<file path="src/design/civ_pkg.sv">
// Purpose: constants and carriers for the can interrupt-vector / time-base block
// Assumes: 16-bit register port, word addresses 0 to 7
// Notes:   all codes are 7 bits, all register words 16 bits
package civ_pkg;
    // register word addresses
    localparam logic [2:0] ADDR_PRESCALE = 3'h0;
    localparam logic [2:0] ADDR_FIFO_VEC = 3'h1;
    localparam logic [2:0] ADDR_COMB_VEC = 3'h2;
    localparam logic [2:0] ADDR_IRQ_EN   = 3'h3;
    localparam logic [2:0] ADDR_FLAGS    = 3'h4;
    localparam logic [2:0] ADDR_TB_CTRL  = 3'h5;
    localparam logic [2:0] ADDR_TB_LOW   = 3'h6;
    localparam logic [2:0] ADDR_TB_HIGH  = 3'h7;

    // vector codes
    localparam logic [6:0] CODE_NONE = 7'h40;
    localparam logic [6:0] CODE_TXAT = 7'h4A;
    localparam logic [6:0] CODE_TEF  = 7'h49;
    localparam logic [6:0] CODE_IVM  = 7'h48;
    localparam logic [6:0] CODE_MODE = 7'h47;
    localparam logic [6:0] CODE_TMR  = 7'h46;
    localparam logic [6:0] CODE_ASMB = 7'h45;
    localparam logic [6:0] CODE_ADDR = 7'h44;
    localparam logic [6:0] CODE_RXOV = 7'h43;
    localparam logic [6:0] CODE_WAKE = 7'h42;
    localparam logic [6:0] CODE_BERR = 7'h41;

    // bit positions shared by enable and flag words; B_TBEN is the time-base control bit
    localparam int unsigned B_IVM  = 15;
    localparam int unsigned B_WAK  = 14;
    localparam int unsigned B_BERR = 13;
    localparam int unsigned B_SERR = 12;
    localparam int unsigned B_RXOV = 11;
    localparam int unsigned B_TXAT = 10;
    localparam int unsigned B_TEF  = 4;
    localparam int unsigned B_MODE = 3;
    localparam int unsigned B_TMR  = 2;
    localparam int unsigned B_RX   = 1;
    localparam int unsigned B_TX   = 0;
    localparam int unsigned B_TBEN = 0;

    // field placement and masks
    localparam int unsigned RX_LSB   = 8;
    localparam int unsigned FILT_LSB = 8;
    localparam logic [15:0] EN_MASK  = 16'hFC1F;

    // reset values; TB_MAX is the counter value at which it wraps
    localparam logic [15:0] RST_IRQ_EN   = 16'h0000;
    localparam logic [9:0]  RST_PRESCALE = 10'h000;
    localparam logic [31:0] TB_MAX       = 32'hFFFF_FFFF;

    // hardware event pulses from the protocol engine
    typedef struct packed {
        logic invalid_msg;
        logic wakeup;
        logic bus_error;
        logic asm_error;
        logic addr_error;
        logic mode_change;
    } civ_evt_t;

    // level sources from fifo and status logic
    typedef struct packed {
        logic [7:0] rx_fifo_pending;
        logic [7:0] tx_fifo_pending;
        logic [7:0] tx_attempt_status;
        logic [7:0] tx_event_fifo_status;
        logic [7:0] rx_overflow_status;
        logic [4:0] matched_filter_number;
    } civ_src_t;

    // complete register state
    typedef struct packed {
        logic [9:0]  prescale;
        logic [15:0] irq_en;
        logic        invalid_msg_flag;
        logic        wakeup_flag;
        logic        bus_error_flag;
        logic        asm_flag;
        logic        addr_flag;
        logic        mode_change_flag;
        logic        timer_overflow_flag;
        logic        tb_en;
        logic [9:0]  presc_cnt;
        logic [31:0] counter;
        logic [15:0] rd_data;
    } civ_state_t;
endpackage

</file>
<file path="src/design/civ_top.sv">
// Purpose: time-base prescaler/counter, fifo and module interrupt vector codes, enables
// Assumes: one clock, synchronous active-high reset, inputs synchronous to ref_clk_i
// Notes:   vector fields are combinational from the current flags and source levels
//
// Contract
// - counter steps every prescale plus one clocks
// - prescale zero steps counter every clock
// - rx vector reads none code when idle
// - rx vector shows pending fifo number
// - rx vector never reports fifo zero
// - tx vector reads none code when idle
// - tx vector shows fifo number, zero included
// - read-only field gives matched filter number
// - combined vector reports pending fifo number
// - combined reports transmit attempt status code
// - combined reports transmit event fifo code
// - combined reports invalid message code
// - combined reports mode change code
// - combined reports timer overflow code
// - combined reports assembly buffer over/underflow
// - combined reports illegal fifo address code
// - combined reports receive overflow status code
// - combined reports wake-up and bus error codes
// - combined reads none code when idle
// - high enable bits gate six interrupts
// - low enable bits gate five interrupts
// - unimplemented bits read zero, writes ignored
// - enable runs counter, clearing stops and zeroes
// - counter write restarts prescaler, keeps prescale
// - hardware sets flags, software clears them
//
// Local design decisions: the strobed register port and the placing of the registers.
module civ_top
    import civ_pkg::*;
(
    input  wire logic        ref_clk_i,
    input  wire logic        rst_i,
    input  wire logic [2:0]  addr_i,
    input  wire logic [15:0] wr_data_i,
    input  wire logic        wr_i,
    input  wire logic        rd_i,
    input  wire civ_evt_t    evt_i,
    input  wire civ_src_t    src_i,
    output logic      [15:0] rd_data_o,
    output logic      [31:0] timebase_counter_o
);
    civ_state_t q;            // registered state
    civ_state_t d;            // next state
    logic [6:0] rx_code;      // rx vector field
    logic [6:0] tx_code;      // tx vector field
    logic [6:0] comb_code;    // combined vector field
    logic       tick;         // prescaler terminal count
    logic [15:0] flag_word;   // flags as software sees them
    logic [7:0] fifo_any;     // per fifo tx or rx, enabled

    // lowest pending fifo wins; none code when nothing pending
    function automatic logic [6:0] fifo_code(input logic [7:0] p);
        logic [6:0] c;
        c = CODE_NONE;
        for (int i = 7; i >= 0; i--)
        begin
            if (p[i])
            begin
                c = 7'(i);
            end
        end
        return c;
    endfunction

    // vector encoding and next-state logic
    always_comb
    begin
        d = q;
        // bit zero forced low: fifo zero cannot receive
        rx_code = fifo_code({src_i.rx_fifo_pending[7:1], 1'b0});
        tx_code = fifo_code(src_i.tx_fifo_pending);
        fifo_any = ({8{q.irq_en[B_TX]}} & src_i.tx_fifo_pending)
                 | ({8{q.irq_en[B_RX]}} & {src_i.rx_fifo_pending[7:1], 1'b0});
        // fixed priority, highest code first; fifos last
        if (q.irq_en[B_TXAT] && (|src_i.tx_attempt_status))
        begin
            comb_code = CODE_TXAT;
        end
        else if (q.irq_en[B_TEF] && (|src_i.tx_event_fifo_status))
        begin
            comb_code = CODE_TEF;
        end
        else if (q.irq_en[B_IVM] && q.invalid_msg_flag)
        begin
            comb_code = CODE_IVM;
        end
        else if (q.irq_en[B_MODE] && q.mode_change_flag)
        begin
            comb_code = CODE_MODE;
        end
        else if (q.irq_en[B_TMR] && q.timer_overflow_flag)
        begin
            comb_code = CODE_TMR;
        end
        else if (q.irq_en[B_SERR] && q.asm_flag)
        begin
            comb_code = CODE_ASMB;
        end
        else if (q.irq_en[B_SERR] && q.addr_flag)
        begin
            comb_code = CODE_ADDR;
        end
        else if (q.irq_en[B_RXOV] && (|src_i.rx_overflow_status))
        begin
            comb_code = CODE_RXOV;
        end
        else if (q.irq_en[B_WAK] && q.wakeup_flag)
        begin
            comb_code = CODE_WAKE;
        end
        else if (q.irq_en[B_BERR] && q.bus_error_flag)
        begin
            comb_code = CODE_BERR;
        end
        else
        begin
            comb_code = fifo_code(fifo_any);
        end

        // software view of the flags
        flag_word = 16'h0000;
        flag_word[B_IVM]  = q.invalid_msg_flag;
        flag_word[B_WAK]  = q.wakeup_flag;
        flag_word[B_BERR] = q.bus_error_flag;
        flag_word[B_SERR] = q.asm_flag | q.addr_flag;
        flag_word[B_RXOV] = |src_i.rx_overflow_status;
        flag_word[B_TXAT] = |src_i.tx_attempt_status;
        flag_word[B_TEF]  = |src_i.tx_event_fifo_status;
        flag_word[B_MODE] = q.mode_change_flag;
        flag_word[B_TMR]  = q.timer_overflow_flag;
        flag_word[B_RX]   = |src_i.rx_fifo_pending[7:1];
        flag_word[B_TX]   = |src_i.tx_fifo_pending;

        // prescaler: terminal count at prescale gives prescale+1 clocks
        tick = q.tb_en && (q.presc_cnt >= q.prescale);
        if (q.tb_en)
        begin
            if (tick)
            begin
                d.presc_cnt = 10'h000;
                d.counter = q.counter + 32'h0000_0001;
            end
            else
            begin
                d.presc_cnt = q.presc_cnt + 10'h001;
            end
        end

        // register writes; unimplemented bits are masked off
        if (wr_i)
        begin
            if (addr_i == ADDR_PRESCALE)
            begin
                d.prescale = wr_data_i[9:0];
            end
            else if (addr_i == ADDR_IRQ_EN)
            begin
                d.irq_en = wr_data_i & EN_MASK;
            end
            else if (addr_i == ADDR_FLAGS)
            begin
                // writing zero clears; one leaves the flag alone
                d.invalid_msg_flag    = q.invalid_msg_flag & wr_data_i[B_IVM];
                d.wakeup_flag         = q.wakeup_flag & wr_data_i[B_WAK];
                d.bus_error_flag      = q.bus_error_flag & wr_data_i[B_BERR];
                d.asm_flag            = q.asm_flag & wr_data_i[B_SERR];
                d.addr_flag           = q.addr_flag & wr_data_i[B_SERR];
                d.mode_change_flag    = q.mode_change_flag & wr_data_i[B_MODE];
                d.timer_overflow_flag = q.timer_overflow_flag & wr_data_i[B_TMR];
            end
            else if (addr_i == ADDR_TB_CTRL)
            begin
                d.tb_en = wr_data_i[B_TBEN];
            end
            else if (addr_i == ADDR_TB_LOW)
            begin
                d.counter[15:0] = wr_data_i;
                d.presc_cnt = 10'h000;
            end
            else if (addr_i == ADDR_TB_HIGH)
            begin
                d.counter[31:16] = wr_data_i;
                d.presc_cnt = 10'h000;
            end
        end

        // stopped counter is held at zero to save power
        if (!d.tb_en)
        begin
            d.counter = 32'h0000_0000;
            d.presc_cnt = 10'h000;
        end

        // hardware sets after the clear so a same-cycle event survives
        if (evt_i.invalid_msg)
        begin
            d.invalid_msg_flag = 1'b1;
        end
        if (evt_i.wakeup)
        begin
            d.wakeup_flag = 1'b1;
        end
        if (evt_i.bus_error)
        begin
            d.bus_error_flag = 1'b1;
        end
        if (evt_i.asm_error)
        begin
            d.asm_flag = 1'b1;
        end
        if (evt_i.addr_error)
        begin
            d.addr_flag = 1'b1;
        end
        if (evt_i.mode_change)
        begin
            d.mode_change_flag = 1'b1;
        end
        if (tick && (q.counter == TB_MAX))
        begin
            d.timer_overflow_flag = 1'b1;
        end

        // read data stands only in the cycle after the strobe
        d.rd_data = 16'h0000;
        if (rd_i)
        begin
            if (addr_i == ADDR_PRESCALE)
            begin
                d.rd_data = {6'h00, q.prescale};
            end
            else if (addr_i == ADDR_FIFO_VEC)
            begin
                d.rd_data = {1'b0, rx_code, 1'b0, tx_code};
            end
            else if (addr_i == ADDR_COMB_VEC)
            begin
                d.rd_data = {3'h0, src_i.matched_filter_number, 1'b0, comb_code};
            end
            else if (addr_i == ADDR_IRQ_EN)
            begin
                d.rd_data = q.irq_en;
            end
            else if (addr_i == ADDR_FLAGS)
            begin
                d.rd_data = flag_word;
            end
            else if (addr_i == ADDR_TB_CTRL)
            begin
                d.rd_data = {15'h0000, q.tb_en};
            end
            else if (addr_i == ADDR_TB_LOW)
            begin
                d.rd_data = q.counter[15:0];
            end
            else
            begin
                d.rd_data = q.counter[31:16];
            end
        end
    end

    // state register with synchronous reset
    always_ff @(posedge ref_clk_i)
    begin
        if (rst_i)
        begin
            q <= '0;
            q.prescale <= RST_PRESCALE;
            q.irq_en <= RST_IRQ_EN;
        end
        else
        begin
            q <= d;
        end
    end

    // outputs straight from flip-flops
    assign rd_data_o = q.rd_data;
    assign timebase_counter_o = q.counter;

    // counter steps at terminal count
    AST_PRESC_STEP: assert property (@(posedge ref_clk_i) disable iff (rst_i)
        (q.tb_en && (q.presc_cnt == q.prescale) && !wr_i)
        |=> (q.counter == $past(q.counter) + 32'h0000_0001))
        else $error("counter did not step at terminal count");

    // counter holds before terminal count
    AST_PRESC_HOLD: assert property (@(posedge ref_clk_i) disable iff (rst_i)
        (q.tb_en && (q.presc_cnt < q.prescale) && !wr_i)
        |=> $stable(q.counter))
        else $error("counter stepped early");

    // zero prescale steps every clock
    AST_PRESC_ZERO: assert property (@(posedge ref_clk_i) disable iff (rst_i)
        (q.tb_en && (q.prescale == 10'h000) && !wr_i) [*2]
        |=> (q.counter == $past(q.counter, 2) + 32'h0000_0002))
        else $error("zero prescale did not step every clock");

    // stopped counter stays zero
    AST_TB_STOP: assert property (@(posedge ref_clk_i) disable iff (rst_i)
        !q.tb_en |-> (q.counter == 32'h0000_0000) && (q.presc_cnt == 10'h000))
        else $error("stopped counter not zero");

    // counter write restarts prescaler, keeps prescale
    AST_TB_WR_RESTART: assert property (@(posedge ref_clk_i) disable iff (rst_i)
        (wr_i && ((addr_i == ADDR_TB_LOW) || (addr_i == ADDR_TB_HIGH)))
        |=> (q.presc_cnt == 10'h000) && $stable(q.prescale))
        else $error("counter write did not restart prescaler");

    // idle rx vector read returns none code
    AST_RX_NONE: assert property (@(posedge ref_clk_i) disable iff (rst_i)
        (rd_i && (addr_i == ADDR_FIFO_VEC) && (src_i.rx_fifo_pending[7:1] == 7'h00))
        |=> (rd_data_o[14:8] == CODE_NONE))
        else $error("rx vector not none when idle");

    // fifo zero transmit reports code zero
    AST_TX_FIFO0: assert property (@(posedge ref_clk_i) disable iff (rst_i)
        (rd_i && (addr_i == ADDR_FIFO_VEC) && src_i.tx_fifo_pending[0])
        |=> (rd_data_o[6:0] == 7'h00))
        else $error("tx vector wrong for fifo zero");

    // filter number passes to read data
    AST_FILTER: assert property (@(posedge ref_clk_i) disable iff (rst_i)
        (rd_i && (addr_i == ADDR_COMB_VEC))
        |=> (rd_data_o[12:8] == $past(src_i.matched_filter_number)) && (rd_data_o[15:13] == 3'h0))
        else $error("filter number mismatch");

    // timer code only with flag and enable
    AST_TMR_GATE: assert property (@(posedge ref_clk_i) disable iff (rst_i)
        (comb_code == CODE_TMR) |-> (q.timer_overflow_flag && q.irq_en[B_TMR]))
        else $error("timer code without flag and enable");

    // wake-up flag stays set until software writes
    AST_FLAG_STICKY: assert property (@(posedge ref_clk_i) disable iff (rst_i)
        (q.wakeup_flag && !(wr_i && (addr_i == ADDR_FLAGS)))
        |=> q.wakeup_flag)
        else $error("flag dropped without software clear");

    // set wins over same-cycle clear
    AST_SET_WINS: assert property (@(posedge ref_clk_i) disable iff (rst_i)
        (evt_i.bus_error && wr_i && (addr_i == ADDR_FLAGS))
        |=> q.bus_error_flag)
        else $error("event lost against clear");

    // unimplemented enable bits read zero
    AST_EN_RESERVED: assert property (@(posedge ref_clk_i) disable iff (rst_i)
        (rd_i && (addr_i == ADDR_IRQ_EN))
        |=> ((rd_data_o & ~EN_MASK) == 16'h0000))
        else $error("reserved enable bits not zero");

    // nothing enabled gives none code
    AST_COMB_NONE: assert property (@(posedge ref_clk_i) disable iff (rst_i)
        (q.irq_en == 16'h0000) |-> (comb_code == CODE_NONE))
        else $error("combined vector not none with all disabled");

    // rx vector never shows fifo zero; spare bits stay low
    AST_RX_NOT_ZERO: assert property (@(posedge ref_clk_i) disable iff (rst_i)
        (rd_i && (addr_i == ADDR_FIFO_VEC))
        |=> (rd_data_o[14:8] != 7'h00) && !rd_data_o[15] && !rd_data_o[7])
        else $error("rx vector reported fifo zero or spare bit set");

    // lowest pending rx fifo one reports code one
    AST_RX_FIFO1: assert property (@(posedge ref_clk_i) disable iff (rst_i)
        (rd_i && (addr_i == ADDR_FIFO_VEC) && src_i.rx_fifo_pending[1])
        |=> (rd_data_o[14:8] == 7'h01))
        else $error("rx vector wrong for fifo one");

    // combined code stays out of the reserved ranges
    AST_COMB_LEGAL: assert property (@(posedge ref_clk_i) disable iff (rst_i)
        (comb_code <= CODE_TXAT) && ((comb_code >= CODE_NONE) || (comb_code <= 7'h07)))
        else $error("combined code in reserved range");
endmodule

</file>
<file path="config.mk">
export PLATFORM = sky130hd
export DESIGN_NAME = civ_top
export DESIGN_NICKNAME = d
export VERILOG_FILES = /design/src/design/civ_pkg.sv /design/src/design/civ_top.sv
export SDC_FILE = /design/constraint.sdc
export NUM_CORES = 1
export LEC_CHECK = 0
export ABC_AREA = 0
export BUFFER_PORTS_ARGS = -buffer_cell sky130_fd_sc_hd__buf_2
export CAP_MARGIN = 20
export CORE_UTILIZATION = 40
export DETAILED_ROUTE_END_ITERATION = 16
export PLACE_DENSITY = 0.71
export SLEW_MARGIN = 5
export SYNTH_ARGS = -nofsm -noshare
export SYNTH_HDL_FRONTEND = slang
export SYNTH_SLANG_ARGS = --single-unit
</file>
<file path="constraint.sdc">
create_clock -name ref_clk_i -period 3.2 [get_ports ref_clk_i]
set_input_delay 0.16 -clock ref_clk_i [delete_from_list [all_inputs] [get_ports ref_clk_i]]
set_output_delay 0.16 -clock ref_clk_i [all_outputs]
set_load 0.05 [all_outputs]
</file>
# After elaboration in Yosys (flattened, before gate mapping)
# Index checks and enable logic that the tools add are counted.
dict set report word_totals {
  regBits 87
  input_bits 74
}
dict set report classes {
  n_reduce_logical 45
  order_cmp 1
  add_sub_neg 2
  bitwise 14
  mux 61
  eq_ne 22
}
# cell n
set ops {}
lappend ops {{$mux W7} 34}
lappend ops {{$mux W50} 3}
lappend ops {{$mux W16} 6}
lappend ops {{$mux W42} 2}
lappend ops {{$mux W43} 1}
lappend ops {{$add A32 B1 Y32 const B} 1}
lappend ops {{$eq A32 B32 Y1 const B} 1}
lappend ops {{$mux W32} 1}
lappend ops {{$reduce_or A8 Y1} 4}
lappend ops {{$mux W10} 3}
lappend ops {{$mux W15} 2}
lappend ops {{$reduce_and A4 Y1} 7}
lappend ops {{$reduce_bool A2 Y1} 14}
lappend ops {{$mux W26} 1}
lappend ops {{$ne A2 B2 Y1 const B} 12}
lappend ops {{$and A8 B8 Y8} 2}
lappend ops {{$eq A3 B3 Y1 const B} 4}
lappend ops {{$logic_and A1 B1 Y1} 12}
lappend ops {{$add A10 B1 Y10 const B} 1}
lappend ops {{$ge A10 B10 Y1} 1}
lappend ops {{$mux W1} 8}
lappend ops {{$or A8 B8 Y8} 1}
lappend ops {{$and A1 B1 Y1} 7}
lappend ops {{$reduce_or A7 Y1} 1}
lappend ops {{11 further kinds} 16}

# Logic depth before layout (Yosys ltp)
dict set report logic_depth {
  depth_word 23
  mapped_depth 10
}

# Worst setup path before layout
# Ideal clock, no wire load.
dict set report synth_timing {
  path_kind {register to register}
  from {register q[48] (netlist name)}
  to {register q, in the netlist timebase_counter_o[25]}
  stages_incl_launch_ff 10
  n_path_buf 1
  setup_time_ns 0.133
  setup_slack_ns 1.237
  t_required_ns 3.067
  t_arrival_ns 1.830
  path_cell_list {dfxtp_1 > inv_1 > ha_1 > nor2b_1 > o21ai_0 > a21oi_1 > buf_2 > nor4_2 > mux2i_1 > a21oi_1}
}
dict set report synth_between {
  elab_chain_cells 11
}
# element line
set synth_rtl {}
lappend synth_rtl {{start, declared} civ_top.sv:47} ;# civ_state_t q;
lappend synth_rtl {{$ge A10 B10 Y1 *} civ_top.sv:140} ;# tick = q.tb_en && (q.presc_cnt >= q.prescale);
lappend synth_rtl {{$logic_and A1 B1 Y1 *} civ_top.sv:140}
lappend synth_rtl {{$mux W32 *} civ_top.sv:143} ;# if (tick)
lappend synth_rtl {{$mux W42 *} civ_top.sv:141} ;# if (q.tb_en)
lappend synth_rtl {{$mux W26} civ_top.sv:185} ;# else if (addr_i == ADDR_TB_HIGH)
lappend synth_rtl {{$mux W16} civ_top.sv:180} ;# else if (addr_i == ADDR_TB_LOW)
lappend synth_rtl {{$mux W42} civ_top.sv:176} ;# else if (addr_i == ADDR_TB_CTRL)
lappend synth_rtl {{$mux W43} civ_top.sv:165} ;# else if (addr_i == ADDR_FLAGS)
lappend synth_rtl {{$mux W50} civ_top.sv:161} ;# else if (addr_i == ADDR_IRQ_EN)
lappend synth_rtl {{$mux W50} civ_top.sv:157} ;# if (addr_i == ADDR_PRESCALE)
lappend synth_rtl {{$mux W50 *} civ_top.sv:155} ;# if (wr_i)
# Mark *: on every way between the ends. The rest lies on a longest branch, timed or not. The select of a mux whose other input is x is not followed.
# A chain may end at the register's enable or synchronous reset.

# Final worst setup path
# Same ends and word-level chain as after synthesis.

==> impl_metrics.ini <==
[clock_tree]
root_buffer_cell = sky130_fd_sc_hd__clkbuf_16
post_cts.resized_instances = 0
cts-hold-fix-buffers = 0
ctsLongestPathBuffers = 2
clock_sink_count = 87
postCtsSetupRepairBufs = 0
clock_tree_from_tritoncts = done
cts_inserted_buffers = 9
clkTransAtPathRegs_ns = 0.07
clk_latency_ns = 0.35
h_tree_depth = 3

[final_layout]
diodes = 0
area_growth_pct = 12.9
fillCellCount = 1394
nNetsFinal = 876
stdcell_area_um2 = 6350
layout-drive-gt1-share = 0.208

[worst_hold_path]
hold_class = primary input to register

[routing]
post_drt_via_cell_ratio = 5.82
final_antenna_net_count = 0
dr.first_iter.drc_count = 523
drt_first_pass_iters = 6
count_of_vias_placed_by_the_detailed_router = 5652
post_drt_wl_per_cell_um = 18.0
totalWireLength_mm = 17.5
post-route-drc-count = 0

[timing]
timing_max_transition_violations_final = 0
final.period_utilization = 0.712
timing.final.crit_period_ns = 2.28
worst_pin_slew_ns = 0.793
post-route-worst-setup-slack_ns = 0.921
post_route_skew_ns = 0.00767
max_freq_mhz = 439
rel_slew_slack = 0.469
setup_repair_after_global_routing_missed_its_margin = false
finalHoldViolations = 0
setup_viol = 0
setup_tns_ns = 0

[setup_path]
cpPeakStageDelay_ns = 0.46
cp_num_buf_inv = 2
timing.critical_path.from_type = register
arrival_time_at_the_worst_endpoint_ns = 2.51
crit_path_end_kind = register
timing.critical_path.fanout_max = 30
timing.critical_path.cells = inv_1, ha_1, nor2b_1, o21ai_0, a21oi_2, buf_4, nor4_2, mux2i_1, a21oi_1
cp_top_family = simple AND/OR/NAND/NOR gates
worstPathRequired_ns = 3.43
critical_path_class = register to register
worst_path_max_delay_cell = sky130_fd_sc_hd__nor4_2

[global_routing]
maximum_number_of_pins_on_one_net_before_global_route_repair = 34
global_route.usage.total = 0.244
grt_first_pass_wirelength_mm = 27.4
grt_antenna_before_repair = 0
global_route.overflow_total = 0
first_global_vias = 5053

[yosys]
postSynthNetCount = 827
synth_compound_area_frac = 0.212
synthDistinctLibCells = 64
ys_seq_area_frac = 0.310
cell_count_after_synthesis = 741
syn_area_per_cell_um2 = 7.59
ys_seq_elements = 87
syn-cell-area_um2 = 5620
synth.area.mux_share = 0.0238
synth_edf_count = 0
post_synth_and_or_nand_nor_area_fraction = 0.260
post_synth_xor_area_fraction = 0.0607
yosys_warnings = 0
synth_top_family_by_area = simple AND/OR/NAND/NOR gates
synth_flop_cell = sky130_fd_sc_hd__dfxtp_1
synthAdderAreaFrac = 0.0267
postSynth.asyncResetShare = 0

[floorplanning]
design.core.area_um2 = 13500
initial_utilization = 0.418
die_width_um = 121
die_y_um = 121
boundaryPins = 122
placement_rows = 42
design.die.area_um2 = 14500

[outcome]
outcome = finished, final reports clean

[power]
irDropWorstVdd_v = 0.000262
powerDensity_nw_per_um2 = 421
leakagePower_nw = 2.31

[placed_design]
place.gp.congestion = 0.892
placed_cell_area_um2 = 5990
dp_worst_setup_slack_ns = 0.977
hpwlAfterDp_mm = 12.8
port_buffers = 120

[flow_run]
cap_viol_max_count = 0
-- metrics by stage --
step           instances   util  hold slack, ns  power [mW]
6_report             971  0.472          0.0248        2.67
3_3_place_gp         955  0.445           0.366        1.43
2_1_floorplan        741      -           0.277        1.32
5_1_grt              971  0.472          0.0264        2.76
3_5_place_dp         955  0.445           0.375        1.43
4_1_cts              971  0.472          0.0192        2.67
-- metal layers --
layer  vias to the layer above  wire length (µm)  part of all wire  global-route usage
li1                       2710                 -                 -                   -
met1                      2623              7760              0.44               0.330
met2                       280              7710              0.44               0.380
met3                        39              1520             0.087              0.0542
met4                         0               470             0.027              0.0910
met5                         -                 0                 0                   0
-- state kept, by name, summed over array words and instances (netlist names) --
| register | flops |
|---|---|
| flag_word | 5 |
| timebase_counter_o | 32 |
| rd_data_o | 16 |
| q | 34 |
-- power breakdown --
part / switching (mW) / total [mW] / leakage [nW] / internal (mW)
clock: 0.448 / 1.25 / 0.176 / 0.806
sequential: 0.0172 / 1.12 / 0.704 / 1.10
combinational: 0.200 / 0.300 / 1.43 / 0.0998
-- synthesized netlist by cell type, types with 3 or more instances --
master                       n  area [µm²]
sky130_fd_sc_hd__a31oi_1     3        18.8
sky130_fd_sc_hd__a221o_1     4        40.0
sky130_fd_sc_hd__or4_1       5        37.5
sky130_fd_sc_hd__and2_1      3        18.8
sky130_fd_sc_hd__mux2i_1    10         100
sky130_fd_sc_hd__a211oi_1   22         165
sky130_fd_sc_hd__a22oi_1     3        22.5
sky130_fd_sc_hd__buf_2       9        45.0
sky130_fd_sc_hd__nor2_1     68         255
sky130_fd_sc_hd__a221oi_1    3        26.3
sky130_fd_sc_hd__dfxtp_1    87        1740
sky130_fd_sc_hd__a21oi_1    70         350
sky130_fd_sc_hd__and3_1      6        37.5
sky130_fd_sc_hd__o31ai_1     4        30.0
sky130_fd_sc_hd__xor2_1      5        43.8
sky130_fd_sc_hd__clkbuf_1   28         105
sky130_fd_sc_hd__a2bb2oi_1   3        26.3
sky130_fd_sc_hd__mux2_2      3        33.8
sky130_fd_sc_hd__inv_1      16        60.1
sky130_fd_sc_hd__nor3_1     17        85.1
sky130_fd_sc_hd__nand4b_1    7        61.3
sky130_fd_sc_hd__ha_1       12         150
sky130_fd_sc_hd__nand4_1     8        50.1
sky130_fd_sc_hd__buf_4      48         360
sky130_fd_sc_hd__nor4_2      4        50.1
sky130_fd_sc_hd__xnor2_1    34         298
sky130_fd_sc_hd__buf_1       7        26.3
sky130_fd_sc_hd__nand2_1    97         364
sky130_fd_sc_hd__nor4_1     22         138
sky130_fd_sc_hd__nand3_1    27         135
sky130_fd_sc_hd__a222oi_1    6        60.1
sky130_fd_sc_hd__o21ai_0    49         245
sky130_fd_sc_hd__a21boi_0    4        30.0
sky130_fd_sc_hd__nor2b_1     5        31.3
sky130_fd_sc_hd__nand2b_1    5        31.3
-- cells in the final DEF, fill, tap and decap left out, types with 16 or more instances in the layout --
| cell | instances |
|---|---|
| sky130_fd_sc_hd__buf_2 | 120 |
| sky130_fd_sc_hd__nand2_1 | 97 |
| sky130_fd_sc_hd__dfxtp_1 | 87 |
| sky130_fd_sc_hd__a21oi_1 | 69 |
| sky130_fd_sc_hd__nor2_1 | 68 |
| sky130_fd_sc_hd__o21ai_0 | 48 |
| sky130_fd_sc_hd__xnor2_1 | 34 |
| sky130_fd_sc_hd__nand3_1 | 27 |
| sky130_fd_sc_hd__a211oi_1 | 22 |
| sky130_fd_sc_hd__nor4_1 | 22 |
| sky130_fd_sc_hd__nor3_1 | 17 |
| sky130_fd_sc_hd__inv_1 | 16 |
-- worst register-to-register path, stage by stage, from the launching register on --
cell                      delay [ns]
sky130_fd_sc_hd__dfxtp_1        0.42
sky130_fd_sc_hd__inv_1          0.07
sky130_fd_sc_hd__ha_1           0.19
sky130_fd_sc_hd__nor2b_1        0.13
sky130_fd_sc_hd__o21ai_0        0.22
sky130_fd_sc_hd__a21oi_2        0.10
sky130_fd_sc_hd__buf_4          0.26
sky130_fd_sc_hd__nor4_2         0.47
sky130_fd_sc_hd__mux2i_1        0.23
sky130_fd_sc_hd__a21oi_1        0.08
-- cell type report --
cell class	count	area, µm²	area share
Timing Repair Buffer	130	676	0.106
Tap cell	176	220	0.0347
Multi-Input combinational cell	544	3280	0.518
Sequential cell	87	1740	0.274
Clock buffer	11	253	0.0398
Inverter	18	67.6	0.0106
Clock inverter	5	104	0.0164
-- cell families (layout without fill, tap and decap cells) --
kind of cell / Yosys count / after routing
and+or+nand+nor: 288 / 288
AOI/OAI and AO/OA: 192 / 192
buffers and inverters: 110 / 164
DFF: 87 / 87
xor gates and xnor gates: 39 / 39
muxes: 13 / 13
adders and majority gates: 12 / 12
-- final timing paths --
| check | from | to | slack, ns | cells past startpoint |
|---|---|---|---|---|
| worst max-delay path | q[48] | timebase_counter_o[25] | 0.92 | 9 |
| worst min register to register | q[84] | q[84] | 0.47 | 2 |
| worst max register to register | q[48] | timebase_counter_o[25] | 0.92 | 9 |
| worst min-delay path | evt_i[3] | flag_word[13] | 0.02 | 3 |
(Power assumes the default switching activity.)
